## config.mk

```make
export PLATFORM = sky130hd
export DESIGN_NAME = mains_locked_timing_and_fsk_synth
export DESIGN_NICKNAME = d
export VERILOG_FILES = /design/src/pkg/mains_timing_pkg.sv /design/src/hdl/mains_locked_timing_and_fsk_synth.sv
export SDC_FILE = /design/constraint.sdc
export NUM_CORES = 1
export LEC_CHECK = 0
export ABC_AREA = 1
export CAP_MARGIN = 20
export CORE_MARGIN = 4
export CORE_UTILIZATION = 40
export CTS_BUF_LIST = sky130_fd_sc_hd__clkbuf_16
export DETAILED_ROUTE_END_ITERATION = 16
export DONT_BUFFER_PORTS = 1
export GPL_ROUTABILITY_DRIVEN = 0
export HOLD_SLACK_MARGIN = 0.15
export PLACE_DENSITY_LB_ADDON = 0.08
export RECOVER_POWER = 25
export SETUP_SLACK_MARGIN = 0.05
export SKIP_LAST_GASP = 1
export SYNTH_ARGS = -nofsm -noshare
export SYNTH_HDL_FRONTEND = slang
export SYNTH_SLANG_ARGS = --single-unit
export TNS_END_PERCENT = 20
```

## constraint.sdc

```tcl
create_clock -name clk -period 9.6 [get_ports clk]
set_clock_uncertainty 0.15 [all_clocks]
set_input_delay 1.92 -clock clk [delete_from_list [all_inputs] [get_ports clk]]
set_output_delay 1.92 -clock clk [all_outputs]
set_load 0.005 [all_outputs]
```

## src/pkg/mains_timing_pkg.sv

```systemverilog
// Summary of operation
// - Chip clock from comparator rising edges, 8x bitrate
// - Configuration bit 0 picks 50 or 60 Hz
// - Configuration bits 2:1 pick 6/12/24/48 bits
// - Chip clock rate follows mains and bitrate code
// - Loop tracks rising edges only, stays in phase
// - Missing crossings hold the period, chip clock flywheels
// - Phase advance register, 13 us steps, resets zero
// - Chip counter kept across transmit/receive switches
// - Bit strobe at every multiple of 8
// - Byte strobe at every multiple of 64
// - Frame strobe only at counter zero
// - Early byte strobe eight chips before byte strobe
// - Early frame strobe eight chips before frame
// - Pre-slot level on shared pin when bit7 clear
// - Mode flag high transmits; modulator idle on receive
// - Eight-bit transmit data register holds bits
// - Space step for 0, mark step for 1
// - Step added each synthesizer tick, 18-bit accumulator
// - Accumulator cleared at start; switching phase-continuous
// - On receive, finish current sine period then stop
// - 48 MHz base, transmit /4, receive /8 ticks
package mains_timing_pkg;

    // =====================================================
    // Clock and timing
    // =====================================================
    localparam int unsigned clk_hz            = 250_000_000; // System clock rate
    localparam int unsigned base_hz           = 48_000_000;  // Modem base clock rate
    localparam int unsigned base_acc_modulo   = clk_hz / 1_000_000;  // 250
    localparam int unsigned base_acc_step     = base_hz / 1_000_000; // 48
    localparam int unsigned tx_div            = 4;           // Transmit tick divider
    localparam int unsigned rx_div            = 8;           // Receive tick divider
    localparam int unsigned synth_div         = 16;          // 3 MHz synthesizer tick
    localparam int unsigned adv_step_ns       = 13_000;      // Phase advance granularity
    localparam int unsigned adv_step_cycles   = (adv_step_ns * (clk_hz / 1_000_000)) / 1000;
    localparam int unsigned mains50_period_us = 20_000;      // 50 Hz period
    localparam int unsigned mains60_period_us = 16_667;      // 60 Hz period
    localparam int unsigned mains50_cycles    = mains50_period_us * (clk_hz / 1_000_000);
    localparam int unsigned mains60_cycles    = mains60_period_us * (clk_hz / 1_000_000);

    // =====================================================
    // Frame structure
    // =====================================================
    localparam int unsigned chips_per_bit         = 8;    // Chip clocks per bit
    localparam int unsigned chips_per_byte        = 64;   // Chip clocks per byte
    localparam int unsigned chips_per_frame       = 2880; // Chip clocks per subframe
    localparam int unsigned early_chips           = 8;    // Early strobe lead
    localparam int unsigned base_chips_per_period = 48;   // 6 bits times 8 chips

    // =====================================================
    // Register indices
    // =====================================================
    localparam logic [2:0] idx_config  = 3'h0; // modem_configuration
    localparam logic [2:0] idx_advance = 3'h1; // zero_cross_phase_advance
    localparam logic [2:0] idx_txbuf   = 3'h2; // transmit_bit_buffer
    localparam logic [2:0] idx_mark    = 3'h3; // mark_frequency_step
    localparam logic [2:0] idx_space   = 3'h4; // space_frequency_step
    localparam logic [2:0] idx_status  = 3'h5; // Chip counter and mode status

    // =====================================================
    // Field positions and reset values
    // =====================================================
    localparam int unsigned cfg_mains_bit = 0; // 0 = 50 Hz, 1 = 60 Hz
    localparam int unsigned cfg_rate_lsb  = 1; // Bitrate code low bit
    localparam int unsigned cfg_rate_msb  = 2; // Bitrate code high bit
    localparam int unsigned cfg_pin_bit   = 7; // 0 = pre-slot on shared pin
    localparam logic [7:0]  config_reset  = 8'h00;
    localparam logic [7:0]  advance_reset = 8'h00;
    localparam logic [7:0]  txbuf_reset   = 8'h00;
    localparam logic [15:0] step_reset    = 16'h0000;
    localparam int unsigned fifo_depth    = 16; // Transmit byte FIFO depth
    localparam int unsigned dds_width     = 18; // Phase accumulator width

endpackage : mains_timing_pkg

```

## src/hdl/mains_locked_timing_and_fsk_synth.sv

```systemverilog
`timescale 1ns/1ps

// =========================================================
// Transmit byte FIFO
// =========================================================
module tx_byte_fifo #(
    parameter int unsigned WIDTH = 8,
    parameter int unsigned DEPTH = 16
) (
    input  wire logic             clk,
    input  wire logic             srst,
    input  wire logic             in_valid,
    output logic                  in_ready,
    input  wire logic [WIDTH-1:0] in_data,
    output logic                  out_valid,
    input  wire logic             out_ready,
    output logic      [WIDTH-1:0] out_data
);
    localparam int unsigned AW = $clog2(DEPTH);

    typedef struct packed {
        logic [DEPTH-1:0][WIDTH-1:0] mem;     // Storage words
        logic [AW-1:0]               wr_ptr;  // Next write slot
        logic [AW-1:0]               rd_ptr;  // Next read slot
        logic [AW:0]                 count;   // Words held
        logic                        ready;   // Not full, registered
    } fifo_state_t;

    fifo_state_t s_ff;      // Current state
    fifo_state_t nxt_s;     // Next state
    logic        push;      // Accepted write
    logic        pop;       // Accepted read

    assign push      = in_valid && s_ff.ready;
    assign pop       = out_ready && (s_ff.count != '0);
    assign in_ready  = s_ff.ready;
    assign out_valid = (s_ff.count != '0);
    assign out_data  = s_ff.mem[s_ff.rd_ptr];

    // Pointer and count update
    always_comb begin
        nxt_s = s_ff;
        if (push) begin
            nxt_s.mem[s_ff.wr_ptr] = in_data;
            nxt_s.wr_ptr           = AW'(s_ff.wr_ptr + 1'b1);
        end
        if (pop) begin
            nxt_s.rd_ptr = AW'(s_ff.rd_ptr + 1'b1);
        end
        if (push && !pop) begin
            nxt_s.count = s_ff.count + 1'b1;
        end else if (pop && !push) begin
            nxt_s.count = s_ff.count - 1'b1;
        end
        nxt_s.ready = (nxt_s.count != (AW+1)'(DEPTH));
    end

    // State register
    always_ff @(posedge clk) begin
        if (srst) begin
            s_ff       <= '0;
            s_ff.ready <= 1'b1;
        end else begin
            s_ff <= nxt_s;
        end
    end

endmodule : tx_byte_fifo

// =========================================================
// Mains locked timing and FSK synthesizer
// =========================================================
module mains_locked_timing_and_fsk_synth
    import mains_timing_pkg::*;
#(
    parameter int unsigned PERIOD_50_CYCLES = mains_timing_pkg::mains50_cycles,
    parameter int unsigned PERIOD_60_CYCLES = mains_timing_pkg::mains60_cycles,
    parameter int unsigned FIFO_DEPTH       = mains_timing_pkg::fifo_depth
) (
    input  wire logic        clk,
    input  wire logic        srst,
    input  wire logic        mains_sense_input,
    input  wire logic        transmit_select_flag,
    input  wire logic        wr_en,
    input  wire logic [2:0]  wr_addr,
    input  wire logic [15:0] wr_data,
    input  wire logic [2:0]  rd_addr,
    output logic      [15:0] rd_data,
    output logic             tx_buffer_ready,
    output logic             chip_tick,
    output logic             bit_strobe,
    output logic             byte_strobe,
    output logic             frame_strobe,
    output logic             early_byte_strobe,
    output logic             early_frame_strobe,
    output logic             pre_slot,
    output logic             shared_warning_output_pin,
    output logic             tx_clk_tick,
    output logic             rx_clk_tick,
    output logic             synthesizer_clock,
    output logic             dds_active,
    output logic      [17:0] dds_phase
);
    import mains_timing_pkg::*;

    // =====================================================
    // State
    // =====================================================
    typedef struct packed {
        logic        sense_s1;    // Synchroniser first stage
        logic        sense_s2;    // Synchroniser second stage
        logic        sense_prev;  // Previous synchronised level
        logic [7:0]  config_r;    // modem_configuration
        logic [7:0]  advance;     // zero_cross_phase_advance
        logic [7:0]  txbuf;       // transmit_bit_buffer, last written
        logic [15:0] mark;        // mark_frequency_step
        logic [15:0] space;       // space_frequency_step
        logic [23:0] period;      // Measured mains period in clocks
        logic [23:0] since_edge;  // Clocks since last rising edge
        logic [23:0] countdown;   // Clocks to next chip realignment
        logic [24:0] chip_acc;    // Fractional chip accumulator
        logic [8:0]  chips_done;  // Chips issued this mains period
        logic [11:0] chip_cnt;    // Subframe chip counter
        logic        chip_stb;    // Chip tick pulse
        logic        bit_stb;     // Bit strobe pulse
        logic        byte_stb;    // Byte strobe pulse
        logic        frame_stb;   // Frame strobe pulse
        logic        pre_byte;    // Early byte strobe pulse
        logic        pre_frame;   // Early frame strobe pulse
        logic        pre_slot;    // Pre-slot level
        logic        pin;         // Shared output pin level
        logic [7:0]  base_acc;    // Base clock fractional accumulator
        logic [3:0]  base_div;    // Base tick divider
        logic        tx_tick;     // Transmit clock tick
        logic        rx_tick;     // Receive clock tick
        logic        synth_tick;  // Synthesizer clock tick
        logic        tx_prev;     // Mode flag last cycle
        logic        dds_run;     // Synthesizer producing output
        logic [17:0] phase;       // Phase accumulator
        logic [7:0]  shift;       // Bits of byte being sent
        logic        cur_bit;     // Bit on air
        logic [15:0] rd_data;     // Read data register
    } top_state_t;

    top_state_t  s_ff;         // Current state
    top_state_t  nxt_s;        // Next state

    logic        rise;         // Rising comparator edge
    logic [23:0] nominal;      // Nominal mains period
    logic [23:0] interval;     // Length of period just ended
    logic        edge_ok;      // Edge inside plausible window
    logic [23:0] adv_cycles;   // Advance in clocks
    logic [8:0]  chips;        // Chips per mains period
    logic        realign;      // Chip phase realignment
    logic [24:0] acc_sum;      // Accumulator plus increment
    logic        acc_tick;     // Chip from the accumulator
    logic        tick;         // Any chip tick
    logic [11:0] nxt_cnt;      // Chip counter after a tick
    logic        byte_edge;    // Byte boundary this tick
    logic        fifo_in_valid; // Write to transmit buffer
    logic        fifo_valid;   // Byte waiting
    logic        fifo_pop;     // Take next byte
    logic [7:0]  fifo_data;    // Byte at FIFO head
    logic [8:0]  base_sum;     // Base accumulator plus step, with carry
    logic        base_tick;    // 48 MHz equivalent tick
    logic [18:0] phase_sum;    // Phase plus step, with carry
    logic [15:0] step;         // Step for bit on air

    // =====================================================
    // Derived terms
    // =====================================================
    assign rise       = s_ff.sense_s2 && !s_ff.sense_prev;
    assign nominal    = s_ff.config_r[cfg_mains_bit] ? 24'(PERIOD_60_CYCLES)
                                                     : 24'(PERIOD_50_CYCLES);
    assign interval   = s_ff.since_edge + 24'd1;
    assign edge_ok    = rise && (interval > (nominal >> 1))
                        && (interval < (nominal + (nominal >> 1)));
    assign adv_cycles = 24'(s_ff.advance) * 24'(adv_step_cycles);
    assign chips      = 9'(base_chips_per_period)
                        << s_ff.config_r[cfg_rate_msb:cfg_rate_lsb];
    assign realign    = (s_ff.countdown == 24'd1);
    assign acc_sum    = s_ff.chip_acc + 25'(chips);
    assign acc_tick   = (acc_sum >= {1'b0, s_ff.period}) && (s_ff.chips_done < chips);
    assign tick       = realign || acc_tick;
    assign nxt_cnt    = (s_ff.chip_cnt == 12'(chips_per_frame - 1)) ? 12'd0
                        : 12'(s_ff.chip_cnt + 12'd1);
    assign byte_edge  = tick && ((nxt_cnt % 12'(chips_per_byte)) == 12'd0);
    assign fifo_pop   = byte_edge && transmit_select_flag && fifo_valid;
    assign fifo_in_valid = wr_en && (wr_addr == idx_txbuf);
    assign base_sum   = 9'(s_ff.base_acc) + 9'(base_acc_step);
    assign base_tick  = (base_sum >= 9'(base_acc_modulo));
    assign step       = s_ff.cur_bit ? s_ff.mark : s_ff.space;
    assign phase_sum  = {1'b0, s_ff.phase} + 19'(step);

    // =====================================================
    // Transmit byte buffer
    // =====================================================
    tx_byte_fifo #(
        .WIDTH (8),
        .DEPTH (FIFO_DEPTH)
    ) u_tx_fifo (
        .clk       (clk),
        .srst      (srst),
        .in_valid  (fifo_in_valid),
        .in_ready  (tx_buffer_ready),
        .in_data   (wr_data[7:0]),
        .out_valid (fifo_valid),
        .out_ready (fifo_pop),
        .out_data  (fifo_data)
    );

    // =====================================================
    // Next state
    // =====================================================
    always_comb begin
        nxt_s = s_ff;

        // Mains sense synchroniser
        nxt_s.sense_s1   = mains_sense_input;
        nxt_s.sense_s2   = s_ff.sense_s1;
        nxt_s.sense_prev = s_ff.sense_s2;

        // Register writes
        if (wr_en) begin
            case (wr_addr)
                idx_config:  nxt_s.config_r = wr_data[7:0];
                idx_advance: nxt_s.advance  = wr_data[7:0];
                idx_txbuf:   nxt_s.txbuf    = wr_data[7:0];
                idx_mark:    nxt_s.mark     = wr_data;
                idx_space:   nxt_s.space    = wr_data;
                default:     nxt_s.rd_data  = s_ff.rd_data;
            endcase
        end

        // Edge timer saturates while crossings are missing
        if (rise) begin
            nxt_s.since_edge = 24'd0;
        end else if (s_ff.since_edge != 24'hFF_FFFF) begin
            nxt_s.since_edge = interval;
        end

        // Period capture and realignment countdown
        if (edge_ok) begin
            nxt_s.period    = interval;
            nxt_s.countdown = (interval > adv_cycles) ? 24'(interval - adv_cycles)
                                                      : 24'd1;
        end else if (realign) begin
            nxt_s.countdown = s_ff.period; // Flywheel on held period
        end else begin
            nxt_s.countdown = s_ff.countdown - 24'd1;
        end

        // Fractional chip generator
        if (realign) begin
            nxt_s.chip_acc   = 25'd0;
            nxt_s.chips_done = 9'd1;
        end else if (acc_tick) begin
            nxt_s.chip_acc   = acc_sum - {1'b0, s_ff.period};
            nxt_s.chips_done = s_ff.chips_done + 9'd1;
        end else if (s_ff.chips_done < chips) begin
            nxt_s.chip_acc = acc_sum;
        end

        // Chip counter never touched by mode changes
        if (tick) begin
            nxt_s.chip_cnt = nxt_cnt;
        end
        nxt_s.chip_stb  = tick;
        nxt_s.bit_stb   = tick && ((nxt_cnt % 12'(chips_per_bit)) == 12'd0);
        nxt_s.byte_stb  = byte_edge;
        nxt_s.frame_stb = tick && (nxt_cnt == 12'd0);
        nxt_s.pre_byte  = tick && ((nxt_cnt % 12'(chips_per_byte))
                          == 12'(chips_per_byte - early_chips));
        nxt_s.pre_frame = tick && (nxt_cnt == 12'(chips_per_frame - early_chips));

        // Pre-slot window
        if (nxt_s.pre_frame) begin
            nxt_s.pre_slot = 1'b1;
        end else if (nxt_s.frame_stb) begin
            nxt_s.pre_slot = 1'b0;
        end
        nxt_s.pin = s_ff.config_r[cfg_pin_bit] ? s_ff.cur_bit : nxt_s.pre_slot;

        // Base, transmit, receive and synthesizer ticks
        nxt_s.tx_tick    = 1'b0;
        nxt_s.rx_tick    = 1'b0;
        nxt_s.synth_tick = 1'b0;
        if (base_tick) begin
            nxt_s.base_acc   = 8'(base_sum - 9'(base_acc_modulo));
            nxt_s.base_div   = s_ff.base_div + 4'd1;
            nxt_s.tx_tick    = (s_ff.base_div[1:0] == 2'(tx_div - 1));
            nxt_s.rx_tick    = (s_ff.base_div[2:0] == 3'(rx_div - 1));
            nxt_s.synth_tick = (s_ff.base_div == 4'(synth_div - 1));
        end else begin
            nxt_s.base_acc = base_sum[7:0];
        end

        // Bit shifter, MSB first; idle sends space bits
        if (tick && transmit_select_flag) begin
            if (byte_edge) begin
                nxt_s.cur_bit = fifo_valid ? fifo_data[7] : 1'b0;
                nxt_s.shift   = fifo_valid ? {fifo_data[6:0], 1'b0} : 8'h00;
            end else if (nxt_s.bit_stb) begin
                nxt_s.cur_bit = s_ff.shift[7];
                nxt_s.shift   = {s_ff.shift[6:0], 1'b0};
            end
        end

        // Phase accumulator
        nxt_s.tx_prev = transmit_select_flag;
        if (transmit_select_flag && !s_ff.tx_prev) begin
            nxt_s.phase   = 18'd0; // Start from zero level
            nxt_s.dds_run = 1'b1;
        end else if (s_ff.dds_run && s_ff.synth_tick) begin
            nxt_s.phase = phase_sum[17:0]; // Continuous across bits
            if (!transmit_select_flag && phase_sum[18]) begin
                nxt_s.phase   = 18'd0; // Period done, stop
                nxt_s.dds_run = 1'b0;
            end
        end

        // Read data
        case (rd_addr)
            idx_config:  nxt_s.rd_data = {8'h00, s_ff.config_r};
            idx_advance: nxt_s.rd_data = {8'h00, s_ff.advance};
            idx_txbuf:   nxt_s.rd_data = {8'h00, s_ff.txbuf};
            idx_mark:    nxt_s.rd_data = s_ff.mark;
            idx_space:   nxt_s.rd_data = s_ff.space;
            idx_status:  nxt_s.rd_data = {s_ff.dds_run, s_ff.pre_slot, 2'b00, s_ff.chip_cnt};
            default:     nxt_s.rd_data = 16'h0000;
        endcase
    end

    // =====================================================
    // State register
    // =====================================================
    always_ff @(posedge clk) begin
        if (srst) begin
            s_ff           <= '0;
            s_ff.config_r  <= config_reset;
            s_ff.advance   <= advance_reset;
            s_ff.txbuf     <= txbuf_reset;
            s_ff.mark      <= step_reset;
            s_ff.space     <= step_reset;
            s_ff.period    <= 24'(PERIOD_50_CYCLES);
            s_ff.countdown <= 24'(PERIOD_50_CYCLES);
        end else begin
            s_ff <= nxt_s;
        end
    end

    // =====================================================
    // Outputs
    // =====================================================
    assign rd_data                   = s_ff.rd_data;
    assign chip_tick                 = s_ff.chip_stb;
    assign bit_strobe                = s_ff.bit_stb;
    assign byte_strobe               = s_ff.byte_stb;
    assign frame_strobe              = s_ff.frame_stb;
    assign early_byte_strobe         = s_ff.pre_byte;
    assign early_frame_strobe        = s_ff.pre_frame;
    assign pre_slot                  = s_ff.pre_slot;
    assign shared_warning_output_pin = s_ff.pin;
    assign tx_clk_tick               = s_ff.tx_tick;
    assign rx_clk_tick               = s_ff.rx_tick;
    assign synthesizer_clock         = s_ff.synth_tick;
    assign dds_active                = s_ff.dds_run;
    assign dds_phase                 = s_ff.phase;

endmodule : mains_locked_timing_and_fsk_synth

```

* Word level (Yosys, flattened, before mapping)
Index checks and enable logic that the tools add are counted.
Operators by class: add/sub/neg operators 16, multipliers 1, magnitude comparators 9, equality and inequality tests 18, shift operators 1, multiplexer cells 29, bitwise logic cells 1, reduce and logical (&&, ||, !) cells 49
Operators by type and width (count):
- 128-bit bitwise mux | 1
- 16-bit one-hot mux with 6 select lines | 1
- 24-bit two-way mux | 3
- 19-bit two-way mux | 3
- 25-bit two-way mux | 2
- 12-bit logical NOT | 3
- 8-bit binary-select mux with 4-bit select | 1
- 8-bit demux with 4-bit select | 1
- 8-bit two-way mux | 4
- 25-bit by 9-bit adder with 25-bit output | 1
- 25-bit by 24-bit >= comparator with 1-bit output | 1
- 25-bit by 24-bit subtractor with 25-bit output | 1
- 23-bit by 22-bit adder with 24-bit output | 1
- 24-bit by 1-bit adder with 24-bit output, second input constant | 1
- 12-bit == test, second input constant | 2
- 24-bit by 1-bit == test with 1-bit output, second input constant | 1
- 24-bit by 20-bit greater-than comparator with 1-bit output | 1
- 24-bit by 22-bit greater-than comparator with 1-bit output | 1
- 24-bit < comparator | 1
- 24-bit != test, second input constant | 1
- 24-bit by 1-bit subtractor with 24-bit output, second input constant | 1
- 24-bit by 20-bit subtractor with 24-bit output | 1
- 23-bit two-way mux | 1
- 1-bit logical AND | 21
- other kinds (34) | 69
Storage, ports and cells: flip-flop bits (word level) 387, bits of input ports 27, word-level logic and storage cells 178

* Longest topological paths before layout
word-level depth 13, mapped depth 38

* Modules after synthesis
A second synthesis with hierarchy kept.
Unflattened totals: cells, all modules 3462, area, all modules 23606.4 um2
Modules (own cells, without submodules):
- mains_locked_timing_and_fsk_synth | instances 1, cells each 2558, area each 17135.2 um2
- tx_byte_fifo | instances 1, cells each 904, area each 6471.2 um2

* Least setup slack after synthesis
OpenSTA, ideal clock, no wires.
path kind register to register, start point reg s_ff[232] (netlist bit), end point reg s_ff[123] (netlist bit), setup time 0.064 ns, arrival time 5.523 ns, data required time 9.386 ns, slack 3.863 ns, cell stages (with the launch flop) 38, path buffers 1, period minus slack after synthesis 5.737 ns, cells stage by stage dfxtp_1 inv_1 ha_1 inv_1 fa_1 inv_1 fa_1 inv_1 fa_1 ha_1 nand2_1 nor3_1 nand2_1 nand2_1 nand2_1 nand2_1 nand2_1 nand2_1 [2 not listed] nand2_1 nand2_1 a21oi_1 xor2_1 ha_1 nand2_1 nor2_1 inv_1 nor2_1 nand3_1 nand3_1 nand2_1 nand4_1 clkbuf_1 o21ai_0 a21oi_1 nand2_1 nand3_1
On the way: word-level cells in the longest chain between the ends 4
RTL lines:
- from (decl) | RTL line mains_locked_timing_and_fsk_synth.sv:145 | top_state_t s_ff;
- from (signal assigned) | RTL line mains_locked_timing_and_fsk_synth.sv:348 | s_ff <= nxt_s;
- 8-bit by 11-bit multiplier with 19-bit output * | RTL line mains_locked_timing_and_fsk_synth.sv:178 | assign adv_cycles = 24'(s_ff.advance) * 24'(adv_step_cycles);
- 24-bit by 20-bit subtractor with 24-bit output / 24-bit by 20-bit greater-than comparator with 1-bit output (equally long branches) | RTL line mains_locked_timing_and_fsk_synth.sv:245 | nxt_s.countdown = (interval > adv_cycles) ? 24'(interval - adv_cycles)
- 24-bit two-way mux * | RTL line mains_locked_timing_and_fsk_synth.sv:245
- 24-bit two-way mux * | RTL line mains_locked_timing_and_fsk_synth.sv:243 | if (edge_ok) begin
Every way passes the cells marked *; elsewhere a longest branch is shown, timed or not. A chain may end at the register's enable or synchronous reset.

* Worst setup path after layout
start point reg s_ff[232] (netlist bit), end point reg s_ff[127] (netlist bit)
Same word-level chain as after synthesis.

==> summary.md <==
| Metric | Value |
|---|---|
| Status | `complete, but fails checks` |
| Failing checks | `max-capacitance violations, max-slew violations` |
| Vias per cell | `5.29` |
| Setup_tns | `0 ns` |
| CTS tree | `built` |
| Critical Path Fanout Max | `15` |
| Diode count | `0` |
| Most frequent cells after synthesis | `nand2_1, inv_1, a21oi_1, dfxtp_1, o21ai_0` |
| Xor/xnor share of the synthesized area | `0.0396` |
| Synth Flop Type | `dfxtp_1` |
| Fin. max-slew vios | `264` |
| Residual DRC | `0` |
| Largest net degree at the start of global routing | `113` |
| Cell area after synthesis | `0.0236 mm^2` |
| Power Density | `191 mW/mm^2` |
| Clock Tree Root | `clkbuf_16` |
| Synth area leader | `dfxtp_1` |
| Setup crit start kind | `register` |
| Adder-cell share of the synthesized area | `0.0997` |
| Yosys cell types | `between 50 and 60` |
| Depth of the CTS H-tree | `2` |
| Multi-input logic area | `0.0132 mm^2` |
| Post-synthesis sequential area ratio | `0.327` |
| CTS clock-pin slew for the worst setup and hold paths | `0.06 ns` |
| Core area | `slightly below 0.06 mm^2` |
| Mux contribution to synthesized area | `0.000424` |
| Initial Utilization | `0.407` |
| I/O Buffers | `0` |
| Syn_nets | `approximately 3600` |
| Starting DRC count in detailed routing | `1380` |
| Peak supply drop | `0.000144 V` |
| Post-synth top area share | `0.327` |
| Final ANT Viol Nets | `0` |
| Max Cap Violations | `3` |
| Clk buf depth | `3` |
| CP peak stage delay | `0.52 ns` |
| Total gr overflow | `0` |
| CTS sink count | `385` |
| RSZ-0062 raised after global routing | `no` |
| Synth Area in Compound Gates | `0.209` |
| Total power draw | `0.00484 W` |
| Nets | `3517` |
| Critical path type | `register to register` |
| # IOs | `74` |
| Top-count cell post-synth | `nand2_1` |
| Dpl hpwl | `roughly 52 mm` |
| Min Clock Period, post-route | `7.11 ns` |
| FFs w/ async S/R, synth | `0` |
| Most frequent cell on the critical path | `nand2_1` |
| Area delta synth->final | `7.63%` |
| Worst Path Required | `9.96 ns` |
| Cts hold-fix bufs | `0` |
| Largest family of logic cells by synthesized area | `simple AND/OR/NAND/NOR gates` |
| Via count | `21751` |
| Number of synthesized flops with an enable pin | `0` |
| Leading post-synthesis cells by cell area | `dfxtp_1, a21oi_1, nand2_1` |
| Die width | `approximately 250 um` |
| Vias in the first global route | `20743` |
| Final hold violations | `0` |
| Post-CTS Repair Setup Buffers | `0` |
| Final WL | `just over 70 mm` |
| Critical-path top delay cell | `fa_1` |
| CTS Buf Count | `46` |
| Final setup fails | `0` |
| Headroom to the max-slew limit | `-1.69` |
| Least-Margin Pin Slew | `4.04 ns` |
| Ys Warns | `0` |
| Register Area | `0.00771 mm^2` |
| GRT Util Overall | `0.219` |
| Initial antenna violation count | `0` |
| Hold Path Class | `register to register` |
| Fmax | `141 MHz` |
| Flops & latches, synth | `385` |
| WP data arrival | `7.47 ns` |
| Die ar. | `0.0629 mm^2` |
| Layout cells sized above 1 | `0.0373` |
| Std cell rows | `88` |
| First-pass GRT wire length | `approximately 110 mm` |
| Post-detailed-route wirelength per cell | `17.3 um` |
| Clock Latency Late Sink | `~0.60 ns` |
| Resize count post-CTS | `0` |
| Simple-Gate Fraction of Synth Area | `0.211` |
| P_leak | `10.9 nW` |
| Synth Instances | `3423` |
| Die Y | `about 250 um` |
| Fillcell total | `5957` |
| Pre-antenna DRT Iters | `5` |
| CP endpoint kind | `register` |
| Final Cycle Share | `0.740` |
| Syn Area/Cell | `6.89 um^2` |
==> cell families after synthesis <==
logic type | count (synthesis)
AO/OA/AOI/OAI | 925
flip-flops | 385
buffers and inverters | 671
XOR/XNOR | 105
adder cells (fa/ha/maj) | 176
multiplexers | 1
AND/OR/NAND/NOR | 1160
==> path summary, 6_finish.rpt <==
path | to | depth (start not counted) | slack (ns) | startpoint
setup / recovery | s_ff[127]$_SDFF_PP0_ | 38 | 2.49 | s_ff[232]$_SDFFE_PP0P_
hold reg to reg | nxt_s[242]$_SDFF_PP0_ | 2 | 0.27 | nxt_s[243]$_SDFF_PP0_
hold / removal | nxt_s[242]$_SDFF_PP0_ | 2 | 0.27 | nxt_s[243]$_SDFF_PP0_
setup reg to reg | s_ff[127]$_SDFF_PP0_ | 38 | 2.49 | s_ff[232]$_SDFFE_PP0P_
==> cell usage in the layout (no fill, tap or decap), types with 11 or more instances in the layout <==
cell,Yosys,layout
nand2_1,557,557
inv_1,486,488
a21oi_1,429,429
dfxtp_1,385,384
o21ai_0,369,369
nor2_1,284,284
ha_1,156,156
nand3_1,150,150
xor2_1,73,73
nand4_1,61,61
clkbuf_16,0,47
nor3_1,44,43
xnor2_1,30,30
a31oi_1,25,25
clkinv_1,9,20
fa_1,20,20
o211ai_1,18,18
o22ai_1,14,14
nor2_2,12,12
nor4_1,12,12
a221oi_1,11,11
o221ai_1,11,11
a211oi_1,11,11
==> worst max-delay path: cells and delay by family (launching register included) <==
family / cells / cell delay (ns)
flip-flops: 1 / 0.46
adder cells (fa/ha/maj): 6 / 2.49
XOR/XNOR: 1 / 0.16
AND/OR/NAND/NOR: 22 / 2.54
AO/OA/AOI/OAI: 3 / 0.37
buffers and inverters: 6 / 0.82
==> cell type report <==
cell class	instances	area share
clock buffer	47	0.0463
clock inverter	37	0.0159
inverter	505	0.0747
multi-input combinational	2367	0.520
sequential	385	0.303
tap	765	0.0377
timing repair buffer	9	0.00192
==> state kept, by name, summed over array words and instances, names as in the netlist, 2 cells and up <==
signal,cells
s_ff,195
u_tx_fifo.s_ff,141
dds_phase,18
rd_data,16
nxt_s,2
==> where the power goes <==
group | internal, W | total, W | switching, W
sequential | 0.00170 | 0.00181 | 0.000111
combinational | 0.000412 | 0.00120 | 0.000784
clock | 0.00108 | 0.00183 | 0.000748
==> through the flow <==
step,util,hold WS (ns),cell area [um^2],setup WS [ns],cells
after floorplan,-,0.238,23600,3.86,3423
after global placement,0.411,0.247,23800,2.77,4030
after detailed placement,0.411,0.262,23800,2.65,4030
after CTS,0.438,0.271,25400,2.61,4114
after global routing,0.438,0.288,25400,1.79,4115
final,0.438,0.266,25400,2.49,4115
==> routing by layer <==
layer | vias up | share of wire | track usage
met3 | 110 | 0.044 | 0.0312
met5 | - | 0 | 0
li1 | 11083 | - | -
met4 | 0 | 0.024 | 0.0579
met2 | 430 | 0.47 | 0.377
met1 | 10128 | 0.46 | 0.288
Note: power is estimated with default switching activity, not from simulation.
